$ cat config.mk
export PLATFORM = sky130hd
export DESIGN_NAME = sp_action
export DESIGN_NICKNAME = d
export VERILOG_FILES = /design/src/logic/sp_action_pkg.sv /design/src/logic/print_string.sv /design/src/logic/sp_action.sv
export SDC_FILE = /design/constraint.sdc
export NUM_CORES = 2
export LEC_CHECK = 0
export BUFFER_PORTS_ARGS = -buffer_cell sky130_fd_sc_hd__buf_4
export CAP_MARGIN = 20
export CORE_MARGIN = 5
export CORE_UTILIZATION = 55
export DETAILED_ROUTE_END_ITERATION = 7
export GPL_ROUTABILITY_DRIVEN = 0
export PLACE_DENSITY = 0.77
export SYNTH_ARGS = -nofsm -noshare
export SYNTH_HDL_FRONTEND = slang
export SYNTH_HIERARCHICAL = 1
export SYNTH_SLANG_ARGS = --single-unit
export TNS_END_PERCENT = 30
$ cat constraint.sdc
create_clock -name clk_sys_in -period 5.6 [get_ports clk_sys_in]
set_input_delay 1.12 -clock clk_sys_in [delete_from_list [all_inputs] [get_ports clk_sys_in]]
set_output_delay 1.12 -clock clk_sys_in [all_outputs]
set_load 0.01 [all_outputs]
$ cat src/logic/sp_action_pkg.sv
// constants, types and register map of the setpoint action unit
package sp_action_pkg;

  // ==========================================================
  // register byte offsets
  localparam logic [7:0] CTRL_OFS     = 8'h00;
  localparam logic [7:0] CONST_OFS    = 8'h04;
  localparam logic [7:0] SRC_OFS      = 8'h08;
  localparam logic [7:0] GLOBAL_OFS   = 8'h0C;
  localparam logic [7:0] INTERVAL_OFS = 8'h10;
  localparam logic [7:0] STATUS_OFS   = 8'h14;
  localparam logic [7:0] MASK_OFS     = 8'h18;
  localparam logic [7:0] LOGPTR_OFS   = 8'h1C;
  localparam logic [7:0] PLEN_OFS     = 8'h20;
  localparam logic [7:0] PSTR_OFS     = 8'h80;

  // ==========================================================
  // field positions and reset values
  localparam int GLB_PRINT_BIT = 0;
  localparam int GLB_LOG_BIT   = 1;
  localparam int GLB_INTV_BIT  = 2;
  localparam int ST_RESET_BIT  = 0;
  localparam int ST_PRINT_BIT  = 1;
  localparam int ST_LOG_BIT    = 2;
  localparam int ST_REFUSE_BIT = 3;
  localparam int ST_W          = 4;
  localparam logic signed [31:0] CONST_MIN = -32'sd19999;
  localparam logic signed [31:0] CONST_MAX = 32'sd99999;
  localparam logic [31:0] CONST_RST = 32'h0000_0000;
  localparam logic [31:0] INTV_RST  = 32'h0000_0000;
  localparam int STR_LEN   = 31;
  localparam int LOG_DEPTH = 4096;
  // 64 kilobytes over 16-byte records
  localparam int LOG_REC_BYTES = 16;

  // ==========================================================
  // types
  typedef enum logic [1:0] {trig_make, trig_break, trig_both, trig_level} trig_e;
  typedef enum logic [1:0] {rm_const, rm_overshoot, rm_accum, rm_copy} rmode_e;

  typedef struct packed {
    logic [2:0] menu_digit;
    logic       log_en;
    logic       print_en;
    logic [7:0] destination_register;
    rmode_e     rmode;
    trig_e      trig;
  } ctrl_s;

  localparam ctrl_s CTRL_RST = '{3'h0, 1'b0, 1'b0, 8'h00, rm_const, trig_make};

  typedef struct packed {
    logic        en;
    logic [7:0]  addr;
    logic [31:0] data;
  } regwr_s;

endpackage : sp_action_pkg

$ cat src/logic/print_string.sv
// print string store and character streamer
`timescale 1ns/100ps
module print_string #(
  parameter int LEN = sp_action_pkg::STR_LEN
) (
  input  wire logic       clk_sys_in,
  input  wire logic       rst_in,
  input  wire logic       ce_in,
  input  wire logic       wr_en_in,
  input  wire logic [4:0] wr_idx_in,
  input  wire logic [7:0] wr_char_in,
  input  wire logic [4:0] rd_idx_in,
  output logic      [7:0] rd_char_out,
  input  wire logic [4:0] len_in,
  input  wire logic       start_in,
  output logic      [7:0] char_out,
  output logic            valid_out,
  input  wire logic       ready_in,
  output logic            busy_out
);
  if (LEN < 1 || LEN > 31) begin : g_len_chk
    $error("print string length must be 1..31");
  end

  logic [7:0] str_q [LEN];
  logic [4:0] pos_q;
  logic [4:0] last_q;

  // ==========================================================
  // text store; codes with top bit set are field tokens
  // text store
  always_ff @(posedge clk_sys_in) begin
    if (rst_in) begin
      for (int i = 0; i < LEN; i++) str_q[i] <= 8'h00;
    end else if (ce_in && wr_en_in && 32'(wr_idx_in) < LEN) begin
      str_q[wr_idx_in] <= wr_char_in;
    end
  end

  assign rd_char_out = (32'(rd_idx_in) < LEN) ? str_q[rd_idx_in] : 8'h00;

  // ==========================================================
  // streamer; start while busy is dropped
  // tokens passed on
  always_ff @(posedge clk_sys_in) begin
    if (rst_in) begin
      pos_q     <= 5'h00;
      last_q    <= 5'h00;
      valid_out <= 1'b0;
      busy_out  <= 1'b0;
      char_out  <= 8'h00;
    end else if (ce_in) begin
      if (!busy_out) begin
        if (start_in && len_in != 5'h00) begin
          busy_out  <= 1'b1;
          valid_out <= 1'b1;
          pos_q     <= 5'h00;
          last_q    <= len_in - 5'h01;
          char_out  <= str_q[0];
        end
      end else if (valid_out && ready_in) begin
        if (pos_q == last_q || 32'(pos_q) + 1 >= LEN) begin
          valid_out <= 1'b0;
          busy_out  <= 1'b0;
        end else begin
          pos_q    <= pos_q + 5'h01;
          char_out <= str_q[pos_q + 5'h01];
        end
      end
    end
  end

endmodule : print_string

$ cat src/logic/sp_action.sv
// setpoint reset, print and log action unit with register slave
`timescale 1ns/100ps
module sp_action #(
  parameter int LOG_DEPTH = sp_action_pkg::LOG_DEPTH
) (
  input  wire logic        clk_sys_in,
  input  wire logic        rst_in,
  input  wire logic        ce_in,
  // register bus
  input  wire logic [7:0]  s_axi_awaddr_in,
  input  wire logic        s_axi_awvalid_in,
  output logic             s_axi_awready_out,
  input  wire logic [31:0] s_axi_wdata_in,
  input  wire logic [3:0]  s_axi_wstrb_in,
  input  wire logic        s_axi_wvalid_in,
  output logic             s_axi_wready_out,
  output logic [1:0]       s_axi_bresp_out,
  output logic             s_axi_bvalid_out,
  input  wire logic        s_axi_bready_in,
  input  wire logic [7:0]  s_axi_araddr_in,
  input  wire logic        s_axi_arvalid_in,
  output logic             s_axi_arready_out,
  output logic [31:0]      s_axi_rdata_out,
  output logic [1:0]       s_axi_rresp_out,
  output logic             s_axi_rvalid_out,
  input  wire logic        s_axi_rready_in,
  // meter side
  input  wire logic        sample_tick_in,
  input  wire logic        relay_on_in,
  input  wire logic [31:0] input_value_in,
  input  wire logic [31:0] setpoint_value_in,
  output logic             mreg_rd_req_out,
  output logic [7:0]       mreg_rd_addr_out,
  input  wire logic [31:0] mreg_rd_data_in,
  input  wire logic        mreg_rd_valid_in,
  output sp_action_pkg::regwr_s mreg_wr_out,
  // pins and clock option
  input  wire logic        prog_button_in,
  input  wire logic        log_switch_in,
  input  wire logic        rtc_present_in,
  input  wire logic [31:0] rtc_stamp_in,
  // print and log units
  output logic [7:0]       print_char_out,
  output logic             print_valid_out,
  input  wire logic        print_ready_in,
  output logic             log_wr_out,
  output logic [15:0]      log_addr_out,
  output logic [31:0]      log_stamp_out,
  output logic             log_stamped_out,
  output logic             irq_out
);
  if (LOG_DEPTH <= 4000 || LOG_DEPTH * sp_action_pkg::LOG_REC_BYTES > 65536)
  begin : g_depth_chk
    $error("log depth must exceed 4000 and fit 64 kilobytes");
  end

  // ==========================================================
  // register state
  sp_action_pkg::ctrl_s ctrl_q;
  logic [31:0]          const_q;
  logic [7:0]           src_q;
  logic [2:0]           glb_q;
  logic [31:0]          intv_q;
  logic [sp_action_pkg::ST_W-1:0] st_q;
  logic [sp_action_pkg::ST_W-1:0] mask_q;
  logic [sp_action_pkg::ST_W-1:0] st_set;
  logic [4:0]           plen_q;
  logic [15:0]          log_ptr_q;

  // write-strobe merge used by the control, constant and interval registers
  function automatic logic [31:0] wmerge(input logic [31:0] old, input logic [31:0] nw,
                                         input logic [3:0] strb);
    logic [31:0] r;
    r = old;
    for (int b = 0; b < 4; b++) begin
      if (strb[b]) r[b*8 +: 8] = nw[b*8 +: 8];
    end
    return r;
  endfunction : wmerge

  // ==========================================================
  // write channel
  logic        wr_go;
  logic [7:0]  wa;
  logic [31:0] wd;
  logic [31:0] cnew;
  logic        pstr_wr;
  logic        aw_take;

  assign aw_take = s_axi_awvalid_in && s_axi_wvalid_in && !s_axi_bvalid_out
                   && !s_axi_awready_out;
  assign wr_go = ce_in && s_axi_awvalid_in && s_axi_wvalid_in && s_axi_awready_out;
  assign wa = {s_axi_awaddr_in[7:2], 2'b00};
  assign wd = s_axi_wdata_in;
  assign cnew = wmerge(const_q, wd, s_axi_wstrb_in);
  assign pstr_wr = wr_go && wa >= sp_action_pkg::PSTR_OFS && s_axi_wstrb_in[0];

  always_ff @(posedge clk_sys_in) begin
    if (rst_in) begin
      s_axi_awready_out <= 1'b0;
      s_axi_wready_out  <= 1'b0;
      s_axi_bvalid_out  <= 1'b0;
      s_axi_bresp_out   <= 2'b00;
    end else if (ce_in) begin
      s_axi_awready_out <= aw_take;
      s_axi_wready_out  <= aw_take;
      if (wr_go) begin
        s_axi_bvalid_out <= 1'b1;
        s_axi_bresp_out  <= (wa <= sp_action_pkg::PLEN_OFS
                             || wa >= sp_action_pkg::PSTR_OFS) ? 2'b00 : 2'b10;
      end else if (s_axi_bready_in) begin
        s_axi_bvalid_out <= 1'b0;
      end
    end
  end

  always_ff @(posedge clk_sys_in) begin
    if (rst_in) begin
      ctrl_q <= sp_action_pkg::CTRL_RST;
      src_q  <= 8'h00;
      glb_q  <= 3'h0;
      intv_q <= sp_action_pkg::INTV_RST;
      mask_q <= '0;
      plen_q <= 5'h00;
    end else if (wr_go) begin
      case (wa)
        sp_action_pkg::CTRL_OFS:
          ctrl_q <= 17'(wmerge({15'h0, ctrl_q}, wd, s_axi_wstrb_in));
        sp_action_pkg::SRC_OFS: if (s_axi_wstrb_in[0]) src_q <= wd[7:0];
        sp_action_pkg::GLOBAL_OFS: if (s_axi_wstrb_in[0]) glb_q <= wd[2:0];
        sp_action_pkg::INTERVAL_OFS: intv_q <= wmerge(intv_q, wd, s_axi_wstrb_in);
        sp_action_pkg::MASK_OFS: if (s_axi_wstrb_in[0]) mask_q <= wd[3:0];
        sp_action_pkg::PLEN_OFS: if (s_axi_wstrb_in[0]) plen_q <= wd[4:0];
        default: ;
      endcase
    end
  end

  logic const_refused;
  assign const_refused = wr_go && wa == sp_action_pkg::CONST_OFS
                         && ($signed(cnew) < sp_action_pkg::CONST_MIN
                             || $signed(cnew) > sp_action_pkg::CONST_MAX);
  always_ff @(posedge clk_sys_in) begin
    if (rst_in) begin
      const_q <= sp_action_pkg::CONST_RST;
    end else if (wr_go && wa == sp_action_pkg::CONST_OFS && ctrl_q.rmode != sp_action_pkg::rm_copy
                 && !const_refused) begin
      const_q <= cnew;
    end
  end

  // ==========================================================
  // read channel
  logic [31:0] rd_mux;
  logic [7:0]  ra;
  logic [7:0]  pchar;
  logic        ra_ok;
  assign ra = {s_axi_araddr_in[7:2], 2'b00};

  always_comb begin
    rd_mux = 32'h0000_0000;
    ra_ok  = 1'b1;
    case (ra)
      sp_action_pkg::CTRL_OFS:     rd_mux = {15'h0, ctrl_q};
      sp_action_pkg::CONST_OFS:
        rd_mux = (ctrl_q.rmode == sp_action_pkg::rm_copy) ? 32'h0000_0000 : const_q;
      sp_action_pkg::SRC_OFS:      rd_mux = {24'h0, src_q};
      sp_action_pkg::GLOBAL_OFS:   rd_mux = {29'h0, glb_q};
      sp_action_pkg::INTERVAL_OFS: rd_mux = intv_q;
      sp_action_pkg::STATUS_OFS:   rd_mux = {28'h0, st_q};
      sp_action_pkg::MASK_OFS:     rd_mux = {28'h0, mask_q};
      sp_action_pkg::LOGPTR_OFS:   rd_mux = {16'h0, log_ptr_q};
      sp_action_pkg::PLEN_OFS:     rd_mux = {27'h0, plen_q};
      default: begin
        if (ra >= sp_action_pkg::PSTR_OFS) rd_mux = {24'h0, pchar};
        else ra_ok = 1'b0;
      end
    endcase
  end

  always_ff @(posedge clk_sys_in) begin
    if (rst_in) begin
      s_axi_arready_out <= 1'b0;
      s_axi_rvalid_out  <= 1'b0;
      s_axi_rdata_out   <= 32'h0000_0000;
      s_axi_rresp_out   <= 2'b00;
    end else if (ce_in) begin
      s_axi_arready_out <= s_axi_arvalid_in && !s_axi_rvalid_out && !s_axi_arready_out;
      if (s_axi_arvalid_in && s_axi_arready_out) begin
        s_axi_rvalid_out  <= 1'b1;
        s_axi_rdata_out   <= rd_mux;
        s_axi_rresp_out   <= ra_ok ? 2'b00 : 2'b10;
      end else if (s_axi_rready_in) begin
        s_axi_rvalid_out <= 1'b0;
      end
    end
  end

  // ==========================================================
  // pin synchronisers and edges
  logic [2:0] btn_q;
  logic [2:0] sw_q;
  logic       btn_rise;
  logic       sw_rise;
  always_ff @(posedge clk_sys_in) begin
    if (rst_in) begin
      btn_q <= 3'h0;
      sw_q  <= 3'h0;
    end else if (ce_in) begin
      btn_q <= {btn_q[1:0], prog_button_in};
      sw_q  <= {sw_q[1:0], log_switch_in};
    end
  end
  assign btn_rise = ce_in && btn_q[1] && !btn_q[2];
  assign sw_rise  = ce_in && sw_q[1] && !sw_q[2];

  // ==========================================================
  // trigger decode
  logic relay_prev_q;
  logic fire;
  always_ff @(posedge clk_sys_in) begin
    if (rst_in) relay_prev_q <= 1'b0;
    else if (ce_in && sample_tick_in) relay_prev_q <= relay_on_in;
  end

  always_comb begin
    case (ctrl_q.trig)
      sp_action_pkg::trig_make:  fire = relay_on_in && !relay_prev_q;
      sp_action_pkg::trig_break: fire = !relay_on_in && relay_prev_q;
      sp_action_pkg::trig_both:  fire = relay_on_in != relay_prev_q;
      default:                   fire = relay_on_in;
    endcase
    fire = fire && sample_tick_in && ce_in;
  end

  // ==========================================================
  // reset action engine
  typedef enum logic [1:0] {st_idle, st_read} eng_e;
  eng_e        eng_q;
  logic [31:0] overshoot;
  assign overshoot = input_value_in - setpoint_value_in + const_q;

  always_ff @(posedge clk_sys_in) begin
    if (rst_in) begin
      eng_q            <= st_idle;
      mreg_rd_req_out  <= 1'b0;
      mreg_rd_addr_out <= 8'h00;
      mreg_wr_out      <= '0;
    end else if (ce_in) begin
      mreg_wr_out.en <= 1'b0;
      case (eng_q)
        st_idle: begin
          if (fire && ctrl_q.destination_register != 8'h00) begin
            mreg_wr_out.addr <= ctrl_q.destination_register;
            case (ctrl_q.rmode)
              sp_action_pkg::rm_const: begin
                mreg_wr_out.en   <= 1'b1;
                mreg_wr_out.data <= const_q;
              end
              sp_action_pkg::rm_overshoot: begin
                mreg_wr_out.en   <= 1'b1;
                mreg_wr_out.data <= overshoot;
              end
              sp_action_pkg::rm_accum: begin
                mreg_rd_req_out  <= 1'b1;
                mreg_rd_addr_out <= ctrl_q.destination_register;
                eng_q            <= st_read;
              end
              default: begin
                mreg_rd_req_out  <= 1'b1;
                mreg_rd_addr_out <= src_q;
                eng_q            <= st_read;
              end
            endcase
          end
        end
        st_read: begin
          // single write, later triggers dropped while busy
          if (mreg_rd_valid_in) begin
            mreg_rd_req_out <= 1'b0;
            mreg_wr_out.en  <= 1'b1;
            mreg_wr_out.data <= (ctrl_q.rmode == sp_action_pkg::rm_accum)
                                ? mreg_rd_data_in + const_q : mreg_rd_data_in;
            eng_q <= st_idle;
          end
        end
        default: eng_q <= st_idle;
      endcase
    end
  end

  // ==========================================================
  // print requests
  logic [31:0] intv_cnt_q;
  logic        intv_hit;
  logic        print_go;
  logic        print_busy;
  assign intv_hit = glb_q[sp_action_pkg::GLB_INTV_BIT] && intv_q != 32'h0
                    && sample_tick_in && ce_in && intv_cnt_q + 32'h1 >= intv_q;
  always_ff @(posedge clk_sys_in) begin
    if (rst_in) intv_cnt_q <= 32'h0000_0000;
    else if (ce_in && sample_tick_in) intv_cnt_q <= intv_hit ? 32'h0 : intv_cnt_q + 32'h1;
  end

  // print gated by serial print mode
  assign print_go = glb_q[sp_action_pkg::GLB_PRINT_BIT]
                    && ((fire && ctrl_q.print_en) || intv_hit || btn_rise);

  print_string #(
    .LEN (sp_action_pkg::STR_LEN)
  ) u_print (
    .clk_sys_in  (clk_sys_in),
    .rst_in      (rst_in),
    .ce_in       (ce_in),
    .wr_en_in    (pstr_wr),
    .wr_idx_in   (wa[6:2]),
    .wr_char_in  (wd[7:0]),
    .rd_idx_in   (ra[6:2]),
    .rd_char_out (pchar),
    .len_in      (plen_q),
    .start_in    (print_go),
    .char_out    (print_char_out),
    .valid_out   (print_valid_out),
    .ready_in    (print_ready_in),
    .busy_out    (print_busy)
  );

  // ==========================================================
  // log requests into loop buffer
  logic log_go;
  assign log_go = glb_q[sp_action_pkg::GLB_LOG_BIT]
                  && ((fire && ctrl_q.log_en) || btn_rise || sw_rise);

  always_ff @(posedge clk_sys_in) begin
    if (rst_in) begin
      log_ptr_q       <= 16'h0000;
      log_wr_out      <= 1'b0;
      log_addr_out    <= 16'h0000;
      log_stamp_out   <= 32'h0000_0000;
      log_stamped_out <= 1'b0;
    end else if (ce_in) begin
      log_wr_out <= log_go;
      if (log_go) begin
        log_addr_out    <= log_ptr_q;
        log_ptr_q       <= (32'(log_ptr_q) + 1 >= LOG_DEPTH) ? 16'h0000
                           : log_ptr_q + 16'h0001;
        log_stamped_out <= rtc_present_in;
        log_stamp_out   <= rtc_present_in ? rtc_stamp_in : 32'h0000_0000;
      end
    end
  end

  // ==========================================================
  // sticky status, set beats write-one-clear
  assign st_set = {const_refused, log_go, print_go && !print_busy,
                   mreg_wr_out.en && ce_in};
  always_ff @(posedge clk_sys_in) begin
    if (rst_in) begin
      st_q    <= '0;
      irq_out <= 1'b0;
    end else if (ce_in) begin
      st_q <= (st_q & ~((wr_go && wa == sp_action_pkg::STATUS_OFS && s_axi_wstrb_in[0])
                        ? wd[3:0] : 4'h0)) | st_set;
      irq_out <= |(st_q & mask_q);
    end
  end

endmodule : sp_action

After elaboration in Yosys (flattened, before gate mapping). Memories as Yosys holds them, arrays and structs flattened. Cells that the tools add are included.

Add/subtract/negate cells: 9. Magnitude comparators: 10. Equal/unequal tests: 31. Mux-type cells: 62. Bitwise logic cells: 6. Reductions and logical operators: 98.

Operators with widths (count): 32-bit case mux with 9 select lines (1); 32-bit two-way mux (5); 32-bit case mux with 2 select lines (2); 8-bit two-way mux (11); 32-bit adder (2); 6-bit by 3-bit == test with 1-bit output, second input constant (7); 1-bit logical AND (41); 41-bit two-way mux (1); 3-bit AND reduction (13); 32-bit by 1-bit adder with 32-bit output, second input constant (1); 32-bit greater-or-equal comparator (1); 32-bit by 5-bit greater-or-equal comparator with 1-bit output, second input constant (1); 32-bit by 18-bit > comparator with 1-bit output, second input constant (1); 32-bit by 16-bit less-than comparator with 1-bit output, second input constant (1); 32-bit nonzero test (1); 32-bit subtractor (1); 1-bit two-way mux (25); 5-bit two-way mux (5); 6-bit by 2-bit == test with 1-bit output, second input constant (4); 16-bit by 1-bit adder with 17-bit output, second input constant (1); 17-bit by 13-bit greater-or-equal comparator with 1-bit output, second input constant (1); 16-bit by 1-bit adder with 16-bit output, second input constant (1); 8-bit greater-or-equal comparator, second input constant (2); 8-bit logical NOT (2); other kinds (37) (85).

Bits in registers: 323. Bits in writable memories: 248. Input bits: 195. Output and inout port bits: 151. Memories: 1.

Memories: u_print.str_q (words 31, width 8, rd ports 3, clocked after Yosys merged registers in 0, write ports 31, line print_string.sv:25) `logic [7:0] str_q [LEN];`.

Logic depth before layout (Yosys ltp).
Word-level depth: 12. Depth in mapped cells: 23.

Hierarchy. The synthesis kept the hierarchy.

Modules (own cells, without submodules): sp_action (times used 1, cells each 2293, area each 18387.6 sq um); print_string (times used 1, cells each 1137, area each 15068.2 sq um).

Least setup slack after synthesis. OpenSTA, ideal clock, no wires.

Kind: reg-to-reg. From: reg intv_cnt_q[2]. To: reg u_print.char_out[0]. Data arrival time: 4.261 ns. Setup slack: 1.207 ns. Stages on the path, launching flop included: 22. Buffers on the path: 2. Clock period less this slack: 4.393 ns. Cell sequence: dfxtp_1 > and3_1 > nand3_1 > nor2_1 > nand3_1 > or2_2 > buf_2 > nor2_1 > xor2_1 > ha_1 > nand4_1 > or3_1 > o221ai_1 > a31oi_1 > o31ai_1 > nand2_1 > a21boi_0 > nand4_1 > o31a_1 > buf_2 > a2111oi_0 > o31ai_1.

Longest elaborated chain between the ends: 9.

Ends and longest elaborated chain: from (decl) (line sp_action.sv:294) `logic [31:0] intv_cnt_q;`; from (signal assigned) (line sp_action.sv:302) `else if (ce_in && sample_tick_in) intv_cnt_q <= intv_hit ? 32'h0 : intv_cnt_q + 32'h1;`; 32-bit by 1-bit adder with 32-bit output (line sp_action.sv:299) `&& sample_tick_in && ce_in && intv_cnt_q + 32'h1 >= intv_q;`; 32-bit greater-or-equal comparator (line sp_action.sv:299); 1-bit logical AND (line sp_action.sv:299); 1-bit logical OR (2 in series) (line sp_action.sv:307) `&& ((fire && ctrl_q.print_en) || intv_hit || btn_rise);`; 1-bit logical AND (line sp_action.sv:307); via print_go (line sp_action.sv:296) `logic print_go;`; 1-bit logical AND (line print_string.sv:54) `if (start_in && len_in != 5'h00) begin`; 2-bit nonzero test (no line); 4-bit AND reduction (no line); to (signal assigned) (line print_string.sv:59) `char_out <= str_q[0];`; to (signal assigned) (line print_string.sv:67) `char_out <= str_q[pos_q + 5'h01];`; to (decl) (line print_string.sv:16) `output logic [7:0] char_out,`.

The timed path passes the listed nets, and every way through them passes these cells. A chain may end at the register's enable or synchronous reset.

Worst setup path after layout.
From: reg intv_cnt_q[0]. To: reg u_print.char_out[1].

The elaborated chain is that of the path after synthesis.

==> summary.md <==
The flow ran to the end, and the final reports show no timing, DRC or antenna violations. The startpoint class of the critical path was a flip-flop. The start point of the worst hold path was log_stamp_out[17]. The run gives 60400 um2 as the placeable core region. Max-cap violations in this run came to 0. After synthesis, the netlist uses 89 different library cells. The global-route total usage across every layer is 0.302.

The final-layout fill cell count is 4913, and the die area is 65900 um2. The commonest cells after synthesis are 319 x dfxtp_1, 318 x nand2_1, 317 x nor2_1. Once detail routing completed, the nets flagged for antenna violations numbered 0. The tools report the cell at the root of the clock tree as clkbuf_16. The tightest min-delay check is of the reg -> reg type. Once detailed placement completed, the half-perimeter wirelength came to 75.3 mm.

The count of buffers added on input and output ports is 339. The tools report the H-tree level count as 2. Across the VDD grid, the largest voltage drop is 0.000283 V. The cell leakage power was 15.8 nW. The height of the chip was 257 um.

The width of the die works out to 257 um. dfxtp_1 is the most common cell in the netlist. The overflow left after global routing was 0. Setup violations remaining at the end of the flow were counted as 0.

For the pin with the worst max-slew slack, the measured transition is 1.13 ns. The area growth from synthesis to layout is 15.1%. In this run, synthesis inferred 256 flip-flops with an integrated enable. At the later pin of the worst-skew pair, clock insertion delay measures 0.64 ns. TritonCTS created 60 clock buffers.

TritonCTS built the clock tree. The setup path with the least slack is of type reg -> reg. The final total negative setup slack was 0 ns; the combined area of all synthesized cells was 33500 um2.

The power per cell area is 245 nW/um2, and the final hold slack is 0.451 ns. The wire length of the first global-routing pass was 158 mm; the TritonCTS sink count was 575. For the final database, setup skew stands at 0.0233 ns. For the number of pins exceeding their max-slew limit in the final report, the log shows 0. The logs give 0.54 ns for the worst-case register-to-register setup slack and 229 for the maximum number of pins on one net before global-route repair. For this block, the initial DRC count from the detailed router was 3189. After detailed routing, the number of vias per cell comes to 6.26. STA classifies the critical path endpoint as a flip-flop. The leading register cell type out of synthesis is dfxtp_1. The run gives 0.421 as the portion of the post-synthesis area used by sequential elements. The initialized floorplan defines 90 standard-cell rows.

During synthesis, Yosys emitted a total of 6 warnings. Counting every instance in the synthesized netlist gives 3430. The largest area contributor in the netlist is edfxtp_1.

Setup repair after global routing left no endpoint under its margin. The worst register-to-register path begins at intv_cnt_q[0]. The run gives 27000 as the number of global-route vias before repair. For this run, design rule violations remaining after detail routing come to 0.

For this block, the via count after detailed routing is 28200. For this design the top-level I/O count stands at 346. The longest clock path from root to sink contains 3 buffers. The run gives 0 as the final hold violation count. The net count of the finished layout is 4002. The share of the core filled with cells in the final layout is 0.638, and the total power of the final layout is 9.43 mW. The worst path arrival time came out at 5.55 ns. The relative max-transition margin is 0.247, and the post-layout minimum cycle time is 5.06 ns. The average wire per cell in the routed design is 23.2 um, and the synthesized area per cell is 9.75 um2. Before antenna repair, the detailed router went through 6 iterations. The share of flip-flops with an asynchronous set or reset after synthesis is 0. The launching instance or port of the critical path is intv_cnt_q[0]. Ranked by total cell area, the synthesized netlist is headed by edfxtp_1 23%, dfxtp_1 19%, mux4_2 6.7%. Total wire length: 104 mm. Synthesis inferred 575 register bits.

After clock tree synthesis, the clock-pin slew on the worst setup and hold paths is 0.07 ns. The achievable clock frequency was 198 MHz; the initial antenna violation count was 5. The area share of the largest cell type after synthesis works out to 0.230.

The post-route cell area was 38500 um2; the highest fanout seen on the critical path was 12. Data on the critical path is required at its endpoint by 6.09 ns. In this run the cell area measured after placement is 36500 um2.

The initial core utilization was 0.554; the layout cell share with drive strength beyond 1 was 0.175. The post-route clock period utilization is 0.903.
## critical path, cell delays in order, from the launching register on
cell	delay [ns]
dfxtp_1	0.44
ha_1	0.27
nand2_1	0.11
nor2_1	0.23
nand3_1	0.16
or3_1	0.42
nor2_1	0.14
xor2_1	0.10
ha_1	0.31
nand4_1	0.10
or3_1	0.40
o221ai_1	0.20
a31oi_1	0.08
o31ai_1	0.30
nand2_1	0.20
a21boi_2	0.30
nand4_1	0.21
o31a_1	0.30
a2111oi_0	0.50
o31ai_1	0.13
## flip-flops by register name (all words and copies together), names as in the netlist, 16 cells and up
register	count
log_addr_out	16
intv_cnt_q	32
u_print/str_q	256
log_stamp_out	32
mreg_wr_out	41
log_ptr_q	16
const_q	32
s_axi_rdata_out	32
ctrl_q	17
intv_q	32
## metrics by stage
step,std cells,worst slack [ns]
finish,4503,0.541
global route,4501,0.127
CTS,4500,0.253
detailed placement,4390,0.302
global placement,4390,0.426
floorplan,3438,1.21
## what timing repair did
item | CTS | global route
gates resized for setup | 0 | 3
setup endpoints to repair | 0 | 12
hold buffers | 0 | 0
buffers inserted | 0 | 0
## cells in the final DEF (no fill, tap or decap), types with 31 or more instances in the layout
master / synthesis / routed
mux2i_1: 184 / 184
o21ai_0: 81 / 81
nor3_1: 69 / 67
nor2_1: 317 / 317
a221oi_1: 43 / 43
or2_2: 34 / 34
fa_1: 32 / 32
a211oi_1: 31 / 31
a311oi_1: 38 / 38
clkbuf_16: 0 / 63
ha_1: 104 / 103
inv_1: 183 / 183
a21oi_1: 195 / 194
xor2_1: 46 / 46
and2_1: 260 / 260
a21o_1: 40 / 40
nand2_1: 318 / 318
a22oi_1: 36 / 36
xnor2_1: 60 / 60
nand3_1: 98 / 97
mux4_2: 100 / 100
buf_4: 6 / 382
dfxtp_1: 319 / 318
edfxtp_1: 256 / 256
## kinds of logic after synthesis
kind of cell               Yosys count  share of synthesized area
buffers and inverters              399                     0.0471
xor gates and xnor gates           107                     0.0286
AOI/OAI and AO/OA                  653                      0.135
DFF                                575                      0.421
and+or+nand+nor                   1270                      0.187
other                                2                   0.000224
adders and majority gates          136                     0.0580
muxes                              288                      0.124
## report_power, final
part           leakage, nW  internal [mW]  switching, mW  total [mW]
Sequential            5.24           4.45         0.0525        4.50
Combinational         9.61          0.386          0.561       0.947
Clock                0.943           2.27           1.72        3.99
Total                 15.8           7.10           2.34        9.43
## layer usage
metal / GRT usage / wire length (um)
met3: 0.0677 / 10500
met4: 0.133 / 5160
met2: 0.494 / 48800
met5: 0 / 48
met1: 0.389 / 39900
## final cells by class
type	instances	area [um2]	share of cell area
repair buffers	385	2920	0.0759
clock buffers	86	1750	0.0454
well taps	782	978	0.0254
clock inverters	24	210	0.00546
inverters	185	694	0.0180
flip-flops and latches	575	14100	0.366
diodes	2	5.00	0.000130
multi-input cells	2464	17900	0.464
## path summary, 6_finish.rpt
check                              to  cells after the start
setup / recovery  u_print/char_out[1]                     19
hold / removal      log_stamp_out[17]                      2
setup reg to reg  u_print/char_out[1]                     19
hold reg to reg     log_stamp_out[17]                      2
Note: power is estimated with default switching activity, not from simulation.
